## src/common/flash_cmd_regs.vh

```
// Command codes, unlock addresses and bus timing for the flash command host
`ifndef FLASH_CMD_REGS_VH
`define FLASH_CMD_REGS_VH
`define CMD_UNLOCK1      8'hAA
`define CMD_UNLOCK2      8'h55
`define CMD_AUTOSEL      8'h90
`define CMD_SECURE_ENT   8'h88
`define CMD_EXIT_DATA    8'h00
`define CMD_PROG         8'hA0
`define CMD_BYPASS       8'h20
`define CMD_RESET        8'hF0
`define CMD_SUSPEND      8'hB0
`define CMD_RESUME       8'h30
`define ADDR_U1_WORD     20'h0_0555
`define ADDR_U2_WORD     20'h0_02AA
`define ADDR_U1_BYTE     20'h0_0AAA
`define ADDR_U2_BYTE     20'h0_0555
`define ADDR_PROT_WORD   20'h0_0002
`define ADDR_PROT_BYTE   20'h0_0004
`define ADDR_ANY         20'h0_0000
`define SECT_MASK        20'hF_F000
`define POLL_BIT         7
`define TOGGLE_BIT       6
`define SECT_TOGGLE_BIT  2
`define T_WE_LOW_NS      35
`define T_WE_HIGH_NS     30
`define T_RD_NS          90
`define CLK_NS           40
`define SUSPEND_MAX_US   35
`define CYC_WE_LOW  (((`T_WE_LOW_NS) + (`CLK_NS) - 1) / (`CLK_NS))
`define CYC_WE_HIGH (((`T_WE_HIGH_NS) + (`CLK_NS) - 1) / (`CLK_NS))
`define CYC_RD      (((`T_RD_NS) + (`CLK_NS) - 1) / (`CLK_NS))
`define CYC_SUSPEND (((`SUSPEND_MAX_US) * 1000 + (`CLK_NS) - 1) / (`CLK_NS))
`endif

```

## src/rtl/flash_bus_cycle.v

```verilog
// One write or read cycle on the flash pins, timed in clock cycles
`timescale 1ns/100ps
`include "flash_cmd_regs.vh"
module flash_bus_cycle (
  input  wire        clk_sys,
  input  wire        rst_n,
  input  wire        start,
  input  wire        is_write,
  input  wire [19:0] addr,
  input  wire [15:0] wdata,
  input  wire [15:0] dq_sync,
  output reg  [19:0] fl_addr_q,
  output reg  [15:0] dq_out_q,
  output reg         dq_oe_q,
  output reg         we_n_q,
  output reg         oe_n_q,
  output reg         ce_n_q,
  output reg  [15:0] rdata_q,
  output reg         done_q
);
  localparam [1:0] S_IDLE = 2'd0;
  localparam [1:0] S_ACT  = 2'd1;
  localparam [1:0] S_HOLD = 2'd2;
  localparam [1:0] S_SAMP = 2'd3;
  localparam integer WE_LOW_I  = `CYC_WE_LOW;
  localparam integer WE_HIGH_I = `CYC_WE_HIGH;
  localparam integer RD_I      = `CYC_RD + 2;
  reg [1:0] state_q;
  reg [3:0] cnt_q;
  reg       wr_q;
  always @(posedge clk_sys or negedge rst_n) begin
    if (!rst_n) begin
      state_q   <= S_IDLE;
      cnt_q     <= 4'h0;
      wr_q      <= 1'b0;
      fl_addr_q <= 20'h0_0000;
      dq_out_q  <= 16'h0000;
      dq_oe_q   <= 1'b0;
      we_n_q    <= 1'b1;
      oe_n_q    <= 1'b1;
      ce_n_q    <= 1'b1;
      rdata_q   <= 16'h0000;
      done_q    <= 1'b0;
    end else begin
      done_q <= 1'b0;
      case (state_q)
        S_IDLE: if (start) begin
          fl_addr_q <= addr;
          dq_out_q  <= wdata;
          dq_oe_q   <= is_write;
          wr_q      <= is_write;
          ce_n_q    <= 1'b0;
          we_n_q    <= ~is_write;
          oe_n_q    <= is_write;
          // Read waits extra for the two-stage input synchroniser
          cnt_q     <= is_write ? WE_LOW_I[3:0] : RD_I[3:0];
          state_q   <= S_ACT;
        end
        S_ACT: begin
          if (cnt_q > 4'h1) begin
            cnt_q <= cnt_q - 4'h1;
          end else if (wr_q) begin
            we_n_q  <= 1'b1;
            cnt_q   <= WE_HIGH_I[3:0];
            state_q <= S_HOLD;
          end else begin
            state_q <= S_SAMP;
          end
        end
        S_SAMP: begin
          rdata_q <= dq_sync;
          oe_n_q  <= 1'b1;
          ce_n_q  <= 1'b1;
          done_q  <= 1'b1;
          state_q <= S_IDLE;
        end
        S_HOLD: begin
          ce_n_q  <= 1'b1;
          dq_oe_q <= 1'b0;
          if (cnt_q > 4'h1) begin
            cnt_q <= cnt_q - 4'h1;
          end else begin
            done_q  <= 1'b1;
            state_q <= S_IDLE;
          end
        end
        default: state_q <= S_IDLE;
      endcase
    end
  end
endmodule // flash_bus_cycle

```

## src/rtl/flash_erase_suspend_cmd_decoder.v

```verilog
// Host-side command sequencer for a parallel NOR flash: suspend, resume, autoselect, bypass
// Functional notes
// - Suspend is one write of B0, address ignored.
// - Host tells erasing from suspended by poll bit high with toggle bit 6 steady.
// - Resume is one write of 30 at any address.
// - Autoselect is AA, 55, 90; protect read at offset 02 word, 04 byte.
// - Protected-area entry is AA, 55, 88; exit is AA, 55, 90, 00.
// - Bypass program is A0 then program address with program data.
// - Bypass exit is 90 then 00 at any address.
`timescale 1ns/100ps
`include "flash_cmd_regs.vh"
module flash_erase_suspend_cmd_decoder (
  input  wire        clk_sys,
  input  wire        arst_n,
  input  wire [3:0]  op,
  input  wire        op_valid,
  input  wire [19:0] op_addr,
  input  wire [15:0] op_data,
  input  wire        byte_mode,
  input  wire [15:0] dq_in,
  output reg         op_ready_q,
  output reg         op_done_q,
  output reg  [15:0] op_rdata_q,
  output reg         erase_active_q,
  output reg         suspended_q,
  output reg         sector_protected_q,
  output reg  [19:0] fl_addr_q,
  output reg  [15:0] dq_out_q,
  output reg         dq_oe_q,
  output reg         we_n_q,
  output reg         oe_n_q,
  output reg         ce_n_q
);
  // User operation codes
  localparam [3:0] OP_SUSPEND   = 4'd0;
  localparam [3:0] OP_RESUME    = 4'd1;
  localparam [3:0] OP_AUTOSEL   = 4'd2;
  localparam [3:0] OP_PROT_VFY  = 4'd3;
  localparam [3:0] OP_SEC_ENTER = 4'd4;
  localparam [3:0] OP_SEC_EXIT  = 4'd5;
  localparam [3:0] OP_BYP_PROG  = 4'd6;
  localparam [3:0] OP_BYP_EXIT  = 4'd7;
  localparam [3:0] OP_RESET     = 4'd8;
  localparam [3:0] OP_READ      = 4'd9;
  localparam [3:0] OP_WRITE     = 4'd10;
  localparam [3:0] OP_POLL      = 4'd11;
  localparam [3:0] OP_ERASE_ON  = 4'd12;
  localparam [1:0] S_IDLE = 2'd0;
  localparam [1:0] S_RUN  = 2'd1;
  localparam [1:0] S_WAIT = 2'd2;
  localparam [1:0] S_FIN  = 2'd3;
  localparam integer SUSP_CYC = `CYC_SUSPEND;
  reg        rst_m_q;
  reg        rst_n_q;
  reg [15:0] dq_m_q;
  reg [15:0] dq_s_q;
  reg [1:0]  state_q;
  reg [3:0]  op_q;
  reg [19:0] addr_q;
  reg [15:0] data_q;
  reg        bm_q;
  reg [2:0]  step_q;
  reg [2:0]  nsteps_q;
  reg [15:0] wait_q;
  reg [15:0] prev_q;
  reg        have_prev_q;
  reg        start;
  reg        is_write;
  reg [19:0] cyc_addr;
  reg [15:0] cyc_data;
  wire [15:0] bc_rdata;
  wire        bc_done;
  wire [19:0] bc_addr;
  wire [15:0] bc_dout;
  wire        bc_oe;
  wire        bc_we_n;
  wire        bc_oe_n;
  wire        bc_ce_n;
  always @(posedge clk_sys or negedge arst_n) begin
    if (!arst_n) begin
      rst_m_q <= 1'b0;
      rst_n_q <= 1'b0;
    end else begin
      rst_m_q <= 1'b1;
      rst_n_q <= rst_m_q;
    end
  end
  always @(posedge clk_sys or negedge rst_n_q) begin
    if (!rst_n_q) begin
      dq_m_q <= 16'h0000;
      dq_s_q <= 16'h0000;
    end else begin
      dq_m_q <= dq_in;
      dq_s_q <= dq_m_q;
    end
  end
  // Address and data of each bus step
  always @* begin
    is_write = 1'b1;
    cyc_addr = `ADDR_ANY;
    cyc_data = 16'h0000;
    if ((op_q == OP_AUTOSEL) || (op_q == OP_PROT_VFY) ||
        (op_q == OP_SEC_ENTER) || (op_q == OP_SEC_EXIT)) begin
      case (step_q)
        3'd0: begin
          cyc_addr = bm_q ? `ADDR_U1_BYTE : `ADDR_U1_WORD;
          cyc_data = {8'h00, `CMD_UNLOCK1};
        end
        3'd1: begin
          cyc_addr = bm_q ? `ADDR_U2_BYTE : `ADDR_U2_WORD;
          cyc_data = {8'h00, `CMD_UNLOCK2};
        end
        3'd2: begin
          cyc_addr = bm_q ? `ADDR_U1_BYTE : `ADDR_U1_WORD;
          cyc_data = {8'h00, (op_q == OP_SEC_ENTER) ? `CMD_SECURE_ENT : `CMD_AUTOSEL};
        end
        default: begin
          if (op_q == OP_SEC_EXIT) begin
            cyc_data = {8'h00, `CMD_EXIT_DATA};
          end else if (op_q == OP_PROT_VFY) begin
            is_write = 1'b0;
            cyc_addr = (addr_q & `SECT_MASK) |
                       (bm_q ? `ADDR_PROT_BYTE : `ADDR_PROT_WORD);
          end else begin
            is_write = 1'b0;
            cyc_addr = addr_q;
          end
        end
      endcase
    end else begin
      case (op_q)
        OP_SUSPEND: cyc_data = {8'h00, `CMD_SUSPEND};
        OP_RESUME:  cyc_data = {8'h00, `CMD_RESUME};
        OP_RESET:   cyc_data = {8'h00, `CMD_RESET};
        OP_BYP_PROG: begin
          cyc_data = (step_q == 3'd0) ? {8'h00, `CMD_PROG} : data_q;
          cyc_addr = (step_q == 3'd0) ? `ADDR_ANY : addr_q;
        end
        OP_BYP_EXIT: cyc_data = {8'h00, (step_q == 3'd0) ? `CMD_AUTOSEL : `CMD_EXIT_DATA};
        OP_WRITE: begin
          cyc_addr = addr_q;
          cyc_data = data_q;
        end
        default: begin
          is_write = 1'b0;
          cyc_addr = addr_q;
        end
      endcase
    end
  end

  always @(posedge clk_sys or negedge rst_n_q) begin
    if (!rst_n_q) begin
      state_q            <= S_IDLE;
      op_q               <= OP_RESET;
      addr_q             <= 20'h0_0000;
      data_q             <= 16'h0000;
      bm_q               <= 1'b0;
      step_q             <= 3'd0;
      nsteps_q           <= 3'd1;
      wait_q             <= 16'h0000;
      prev_q             <= 16'h0000;
      have_prev_q        <= 1'b0;
      start              <= 1'b0;
      op_ready_q         <= 1'b0;
      op_done_q          <= 1'b0;
      op_rdata_q         <= 16'h0000;
      erase_active_q     <= 1'b0;
      suspended_q        <= 1'b0;
      sector_protected_q <= 1'b0;
    end else begin
      start     <= 1'b0;
      op_done_q <= 1'b0;
      case (state_q)
        S_IDLE: begin
          op_ready_q <= 1'b1;
          if (op_valid && op_ready_q) begin
            op_ready_q <= 1'b0;
            op_q       <= op;
            addr_q     <= op_addr;
            data_q     <= op_data;
            bm_q       <= byte_mode;
            step_q     <= 3'd0;
            case (op)
              OP_AUTOSEL, OP_PROT_VFY, OP_SEC_EXIT: nsteps_q <= 3'd4;
              OP_SEC_ENTER:             nsteps_q <= 3'd3;
              OP_BYP_PROG, OP_BYP_EXIT: nsteps_q <= 3'd2;
              default:                  nsteps_q <= 3'd1;
            endcase
            if (op == OP_ERASE_ON) begin
              erase_active_q <= 1'b1;
              state_q        <= S_FIN;
            end else if ((op == OP_SUSPEND && !erase_active_q) ||
                         (op == OP_RESUME && !suspended_q)) begin
              // Not sent: suspend needs a running sector erase, resume a suspension
              state_q <= S_FIN;
            end else begin
              start   <= 1'b1;
              state_q <= S_RUN;
            end
          end
        end
        S_RUN: if (bc_done) begin
          if (!is_write) begin
            op_rdata_q <= bc_rdata;
          end
          if (op_q == OP_PROT_VFY) begin
            sector_protected_q <= bc_rdata[0];
          end
          if (step_q + 3'd1 < nsteps_q) begin
            step_q <= step_q + 3'd1;
            start  <= 1'b1;
          end else if (op_q == OP_SUSPEND) begin
            wait_q      <= SUSP_CYC[15:0];
            have_prev_q <= 1'b0;
            state_q     <= S_WAIT;
          end else begin
            if (op_q == OP_RESUME) begin
              suspended_q <= 1'b0;
            end
            if (op_q == OP_RESET && !suspended_q) begin
              erase_active_q <= 1'b0;
            end
            state_q <= S_FIN;
          end
        end
        S_WAIT: begin
          // Poll bit high and toggle bit still means suspension reached
          if (!start && (bc_done || !have_prev_q)) begin
            if (bc_done) begin
              op_rdata_q  <= bc_rdata;
              prev_q      <= bc_rdata;
              have_prev_q <= 1'b1;
            end
            if (bc_done && have_prev_q && bc_rdata[`POLL_BIT] &&
                (bc_rdata[`TOGGLE_BIT] == prev_q[`TOGGLE_BIT])) begin
              suspended_q <= 1'b1;
              state_q     <= S_FIN;
            end else if (wait_q == 16'h0000) begin
              state_q <= S_FIN;
            end else begin
              start  <= 1'b1;
              op_q   <= OP_POLL;
            end
          end
          if (wait_q != 16'h0000) begin
            wait_q <= wait_q - 16'h0001;
          end
        end
        S_FIN: begin
          op_done_q <= 1'b1;
          state_q   <= S_IDLE;
        end
        default: state_q <= S_IDLE;
      endcase
    end
  end

  flash_bus_cycle u_bus (
    .clk_sys   (clk_sys),
    .rst_n     (rst_n_q),
    .start     (start),
    .is_write  (is_write),
    .addr      (cyc_addr),
    .wdata     (cyc_data),
    .dq_sync   (dq_s_q),
    .fl_addr_q (bc_addr),
    .dq_out_q  (bc_dout),
    .dq_oe_q   (bc_oe),
    .we_n_q    (bc_we_n),
    .oe_n_q    (bc_oe_n),
    .ce_n_q    (bc_ce_n),
    .rdata_q   (bc_rdata),
    .done_q    (bc_done)
  );

  // Pins taken from the bus engine's registers
  always @* begin
    fl_addr_q = bc_addr;
    dq_out_q  = bc_dout;
    dq_oe_q   = bc_oe;
    we_n_q    = bc_we_n;
    oe_n_q    = bc_oe_n;
    ce_n_q    = bc_ce_n;
  end
endmodule // flash_erase_suspend_cmd_decoder

```

## config.mk

```make
export PLATFORM = sky130hd
export DESIGN_NAME = flash_erase_suspend_cmd_decoder
export DESIGN_NICKNAME = d
export VERILOG_FILES = /design/src/rtl/flash_bus_cycle.v /design/src/rtl/flash_erase_suspend_cmd_decoder.v
export VERILOG_INCLUDE_DIRS = /design/src /design/src/common
export SDC_FILE = /design/constraint.sdc
export NUM_CORES = 1
export LEC_CHECK = 0
export BUFFER_PORTS_ARGS = -buffer_cell sky130_fd_sc_hd__buf_2
export CAP_MARGIN = 20
export CORE_AREA = 4 4 133 135
export CTS_BUF_LIST = sky130_fd_sc_hd__clkbuf_16
export CTS_CLUSTER_SIZE = 10
export DETAILED_ROUTE_END_ITERATION = 7
export DIE_AREA = 0 0 137 139
export PLACE_DENSITY = 0.8
export SETUP_SLACK_MARGIN = 0.1
export SKIP_CTS_REPAIR_TIMING = 1
export SKIP_LAST_GASP = 1
export SLEW_MARGIN = 25
export SYNTH_ARGS = -nofsm -noshare
export SYNTH_HDL_FRONTEND = slang
export SYNTH_SLANG_ARGS = --single-unit
```

## constraint.sdc

```tcl
create_clock -name clk_sys -period 16.9 [get_ports clk_sys]
set_input_delay 2.535 -clock clk_sys [delete_from_list [all_inputs] [get_ports clk_sys]]
set_output_delay 2.535 -clock clk_sys [all_outputs]
set_load 0.005 [all_outputs]
```

==> impl_metrics.yaml, run 1 <==
yosys:
  synthCells: 713
  ys_ff_latch: 187
  async_flop_share: 1.00
  postSynthNetCount: 791
  ys_types: 73
  syn-cell-area_um2: 8170
  avgSynthCellArea_um2: 11.5
  ys_seq_area_frac: 0.574
  synth_flop_cell: "dfrtp_1"
  synth_edf_count: 0
  yosys_warnings: 0
layout:
  fill_cells: 1351
  drive_above_1_share: 0.305
  diodes: 0
  final_nets: 901
  area_growth_pct: 17.3
  fin_cells: 1056
  post-route-util: 0.582
  regArea_um2: 4690
  multi_input_area_um2: 3250
setup_path:
  crit_required_ps: 14370
  cp_max_fo: 3
  crit_type: "reg2out"
  critPathLaunchType: "flip-flop"
  crit_slowest_cell: "dfstp_2"
  path_buf_inv: 1
  worstPathCellList: "buf_2"
  cp.arrival_ps: 1090
  critical_path.top_delay_family: "flip-flops"
  max_stage_delay_ps: 550
  end_kind: "output pin"
power:
  pwr_density_cell_nw_per_um2: 187
  p_leak_uw: 0.00437
  ir_drop_v: 0.0000871
placement:
  hpwl_um: 11800
  place_inst: 1024
  gp_congestion: 0.856
  portBuffers: 120
timing:
  rsz0062_at_grt: "false"
  hold_violations: 0
  relSlewSlack: 0.331
  fmax_mhz: 276
  tns_ps: 0
  setup_viol: 0
  fin_crit_ps: 3630
  clock_skew_ps: 7.60
  whs_ps: 349
  worst_pin_slew_ps: 998
  fin_crit_sh: 0.215
  drv_slew: 0
clock_network:
  h-tree-depth: 4
  clkLatencyLatePin_ps: 420
  clock-sinks: 187
  clk_pin_slew_worst_paths_ps: 70
  cts_inserted_buffers: 17
  clockBufferDepth: 2
  tritoncts: "built"
  root_buffer: "clkbuf_16"
detailed_routing:
  drtIter0Drc: 404
  ant_nets: 0
  avgRoutedWirePerCell_um: 16.1
  vias: 5861
  viasPerCell: 5.55
  wl_um: 17000
  drc: 0
  firstDrtPassIters: 5
grt:
  grt_max_degree: 73
  grtUsageTotal: 0.186
  globalRouteOverflowTotal: 0
  grt_pass1_vias: 5861
  grt_antenna_before_repair: 0
  grt_pass1_wl_um: 28900
floorplanning:
  core_area_um2: 16500
  fp.dieW_um: 137
  fp-row-count: 47
  io_pins: 121
  die_h_um: 139
  initial_utilization: 0.496
  die_area_um2: 19000
outcome:
  status: "finished clean"
job:
  cap_violations: 0
hold_path:
  min_path_type: "reg2reg"
-- placed cells by master (no fill, tap or decap), drive strengths merged, types with 11 or more instances in the layout --
cell type / n
ha: 18
a21oi: 33
mux2: 75
nand3: 22
nor2: 48
inv: 33
o22ai: 12
nand2: 60
o21ai: 35
nor3: 18
clkbuf: 17
a22o: 11
buf: 126
dfrtp: 182
-- sequential cells by signal, summed over array words and instances, names as in the netlist, 16 cells and up --
name and count:
addr_q 20, u_bus.fl_addr_q 20, data_q 16, dq_m_q 16
dq_s_q 16, op_rdata_q 16, u_bus.dq_out_q 16, u_bus.rdata_q 16
wait_q 16
-- through the flow --
| stage | setup WS (ps) | instance area [µm²] | total power (µW) |
|---|---|---|---|
| after detailed placement | 13060 | 8960 | 1390 |
| after global routing | 13230 | 9580 | 1920 |
| after floorplan | 11310 | 8170 | 1190 |
| after CTS | 13250 | 9580 | 1810 |
| final | 13270 | 9580 | 1790 |
| after global placement | 13090 | 8960 | 1360 |
-- kinds of logic (layout without fill, tap and decap cells) --
group                    Yosys count  in the layout  share of synthesized area
AO/OA/AOI/OAI                    158            158                      0.131
XOR/XNOR                           2              2                    0.00214
adder cells (fa/ha/maj)           18             18                     0.0276
buffers and inverters             61            184                     0.0293
flip-flops                       187            187                      0.574
multiplexers                      78             78                      0.107
other                              1              1                   0.000459
AND/OR/NAND/NOR                  208            208                      0.129
-- synthesized netlist by cell type (3+ instances only) --
cell | n | area [µm²]
o21ai_0 | 32 | 160
or2_2 | 4 | 25.0
nor2b_1 | 8 | 50.1
or3_1 | 4 | 25.0
a21o_1 | 4 | 30.0
nand4_1 | 7 | 43.8
nor4_1 | 8 | 50.1
nand2_1 | 60 | 225
mux2i_1 | 3 | 30.0
a31oi_1 | 9 | 56.3
buf_2 | 5 | 25.0
o32a_1 | 3 | 30.0
a21boi_0 | 3 | 22.5
ha_1 | 18 | 225
nor2_1 | 47 | 176
a21oi_1 | 33 | 165
a211oi_1 | 3 | 22.5
o22ai_1 | 12 | 75.1
buf_1 | 3 | 11.3
inv_1 | 26 | 97.6
a22o_1 | 11 | 96.3
dfstp_2 | 5 | 131
nand2b_1 | 7 | 43.8
nor3_1 | 16 | 80.1
o21a_1 | 6 | 45.0
o41ai_1 | 4 | 35.0
and2_1 | 4 | 25.0
clkbuf_1 | 26 | 97.6
nand3_1 | 21 | 105
dfrtp_1 | 182 | 4550
o31ai_1 | 5 | 37.5
or4_1 | 5 | 37.5
mux2_2 | 74 | 833
o221ai_1 | 3 | 26.3
-- area by class of cell --
class                      count  share of cell area
multi-input combinational    465               0.339
clock buffer                  17              0.0444
sequential                   187               0.489
timing repair buffer         126              0.0674
tap                          220              0.0287
inverter                      26              0.0102
clock inverter                15              0.0209
-- layer usage --
layer	track usage	wire length, µm	part of all wire
met1	0.251	7540	0.44
met2	0.297	8350	0.49
met3	0.0483	865	0.051
met4	0.0551	276	0.016
met5	0	0	0
-- where the power goes --
group	switching, µW	total (µW)	internal [µW]	leakage, µW
sequential	120	732	612	0.00225
combinational	340	647	307	0.00181
clock	185	412	227	0.000307
total	646	1790	1150	0.00437
-- final timing paths --
check	startpoint	end	slack, ps	cells after the start
worst max-delay path	u_bus.we_n_q$_DFFE_PN1P_	we_n_q	13270	1
worst min-delay path	dq_m_q[7]$_DFF_PN0_	dq_s_q[7]$_DFF_PN0_	350	0
worst max register to register	state_q[0]$_DFFE_PN0P_	op_rdata_q[13]$_DFFE_PN0P_	14090	7
worst min register to register	dq_m_q[7]$_DFF_PN0_	dq_s_q[7]$_DFF_PN0_	350	0
max in group asynchronous	arst_n	rst_n_q$_DFF_PN0_	14910	1
min in group asynchronous	rst_n_q$_DFF_PN0_	addr_q[7]$_DFFE_PN0P_	360	0
Note: power is estimated with default switching activity, not from simulation.
==> inputs of run 2 (changes only) <==
PLACE_DENSITY = 0.82   (was 0.8)
clock period = 3 ns   (was 16.9 ns; I/O delays follow)
==> run 2 against run 1 <==
Worst setup slack worse by 13000 ps. Sequential cell count unchanged. Wire length up 3.4%. Final area up 0.54%. Register-to-register slack worse by 14000 ps. Critical path depth up 9. Combinational power rose to 6.0 times the previous value. Clock power rose to 5.3 times the previous value. Count of clock-buffer cells in the layout unchanged. First-iteration DRC count up 29%. Critical path type is now reg2reg. Critical endpoint is now wait_q[13]$_DFFE_PN0P_. Highest routed layer unchanged.
==> impl_metrics.yaml, run 2 (same netlist as run 1, synthesis figures left out) <==
outcome:
  status: "finished clean"
detailed_routing:
  firstDrtPassIters: 5
  wl_um: 17600
  viasPerCell: 5.66
  vias: 6038
  avgRoutedWirePerCell_um: 16.5
  drtIter0Drc: 520
  drc: 0
  ant_nets: 0
power:
  pwr_density_cell_nw_per_um2: 1050
  p_leak_uw: 0.00440
  internal_power_uw: 6440
  total_power_uw: 10100
  swShare: 0.361
  p_seq_frac: 0.400
  ir_drop_v: 0.000594
  clkPwrFrac: 0.215
  combPwrFrac: 0.385
  p_sw_uw: 3650
layout:
  diodes: 0
  final_cell_mix: "dfrtp_1 (181), buf_2 (120), mux2_2 (74)"
  final_nets: 913
  reg.largest.list: "addr_q (20), u_bus.fl_addr_q (20)"
  drive_above_1_share: 0.312
  post-route-util: 0.585
  area_growth_pct: 17.9
  final_area_um2: 9630
  mostFrequentLayoutCell: "dfrtp_1"
placement:
  place_area_um2: 9060
  dp_slack_ps: 326
  hpwl_um: 12100
  portBuffers: 120
  gp_congestion: 0.849
hold_path:
  min_path_type: "in2reg"
  hold_path_startpoint: "dq_in[14]"
  min_path_cells: 1
  worstHoldEndpoint: "dq_m_q[14]$_DFF_PN0_"
timing:
  worst_pin_slew_ps: 981
  fin_crit_sh: 0.885
  hold_violations: 0
  relSlewSlack: 0.342
  clock_skew_ps: 16.2
  fin_crit_ps: 2660
  setup_viol: 0
  tns_ps: 0
  rsz0062_at_grt: "false"
  fin_ws_ps: 344
  drv_slew: 0
  fmax_mhz: 376
setup_path:
  r2r-start: "step_q[0]$_DFFE_PN0P_"
  cp_max_fo: 21
  end_kind: "flip-flop"
  crit_slowest_cell: "or4_1"
  cp.arrival_ps: 3020
  worstPathCellList: "ha_1 > nor2b_1 > or2_2 > ha_1 > nand2_1 > o21ai_1 > a21oi_1 > buf_12 > or4_1 > nand3_1"
  crit_type: "reg2reg"
  r2r.worst_path.cells: 10
  cpMostUsedCell: "ha_1"
  crit_required_ps: 3360
  rrSetupSlack_ps: 340
  r2r_end: "wait_q[13]$_DFFE_PN0P_"
  max_stage_delay_ps: 470
  critPathLaunchType: "flip-flop"
clock_network:
  tritoncts: "built"
  clk_pin_slew_worst_paths_ps: 70
  root_buffer: "clkbuf_16"
  clkLatencyLatePin_ps: 430
  clock-sinks: 187
  h-tree-depth: 4
  clockBufferDepth: 2
  cts_inserted_buffers: 17
grt:
  grt_pass1_wl_um: 29800
  globalRouteOverflowTotal: 0
  grt_max_degree: 121
  grtUsageTotal: 0.194
  grt_pass1_vias: 6001
  grt_antenna_before_repair: 0
floorplanning:
  initial_utilization: 0.496
  io_pins: 121
  fp.dieW_um: 137
  core_area_um2: 16500
  fp-row-count: 47
  die_area_um2: 19000
  die_h_um: 139
job:
  cap_violations: 0
==> run 2: cell types whose count changed in the layout (fill, tap and decap cells not counted), sizes merged <==
cell	delta
bufinv	-1
dlygate4sd3	+1
clkinvlp	+1
buf	+11
clkinv	-2
inv	+1
==> run 2: stage by stage <==
stage / cells / hold slack, ps
global route: 1067 / 98.8
finish: 1067 / 120
floorplan: 713 / 154
detailed placement: 1035 / 237
CTS: 1066 / -227
global placement: 1035 / 237
==> run 2: final cells by class <==
| class | count | area, µm² |
|---|---|---|
| fill | 1378 | 6830 |
| sequential | 187 | 4690 |
| multi-input combinational | 465 | 3250 |
| clock buffer | 17 | 425 |
| inverter | 26 | 97.6 |
| clock inverter | 14 | 134 |
| tap | 220 | 275 |
| timing repair buffer | 138 | 763 |
==> run 2: how the worst max path moves through the flow <==
stage | end | slack, ps | depth (start not counted) | startpoint
after floorplan | wait_q[2]$_DFFE_PN0P_ | 600 | 10 | step_q[0]$_DFFE_PN0P_
after global placement | wait_q[13]$_DFFE_PN0P_ | 380 | 10 | step_q[0]$_DFFE_PN0P_
after detailed placement | wait_q[13]$_DFFE_PN0P_ | 330 | 10 | step_q[0]$_DFFE_PN0P_
after CTS | wait_q[13]$_DFFE_PN0P_ | 260 | 10 | step_q[0]$_DFFE_PN0P_
after global routing | wait_q[13]$_DFFE_PN0P_ | 160 | 10 | step_q[0]$_DFFE_PN0P_
final | wait_q[13]$_DFFE_PN0P_ | 340 | 10 | step_q[0]$_DFFE_PN0P_
==> run 2: worst max-delay path: cells and delay by family, from the launching register on <==
kind | cells | cell delay, ps
AND/OR/NAND/NOR | 5 | 1050
adder cells (fa/ha/maj) | 2 | 500
AO/OA/AOI/OAI | 2 | 430
flip-flops | 1 | 410
buffers and inverters | 1 | 180
==> run 2: power groups by stage <==
stage | Clock (µW) | Combinational [µW] | Sequential, µW
finish | 2170 | 3880 | 4040
global route | 2330 | 4320 | 4160
CTS | 2200 | 3890 | 4040
detailed placement | 0 | 3870 | 4060
global placement | 0 | 3730 | 4020
floorplan | 0 | 2690 | 3990
==> run 2: layer usage <==
layer,routed length [µm],share of wire,track usage,vias up
met1,7470,0.42,0.256,2991
met5,0,0,0,-
met4,230,0.013,0.0604,0
met3,1020,0.058,0.0417,30
met2,8910,0.51,0.319,199
li1,-,-,-,2818
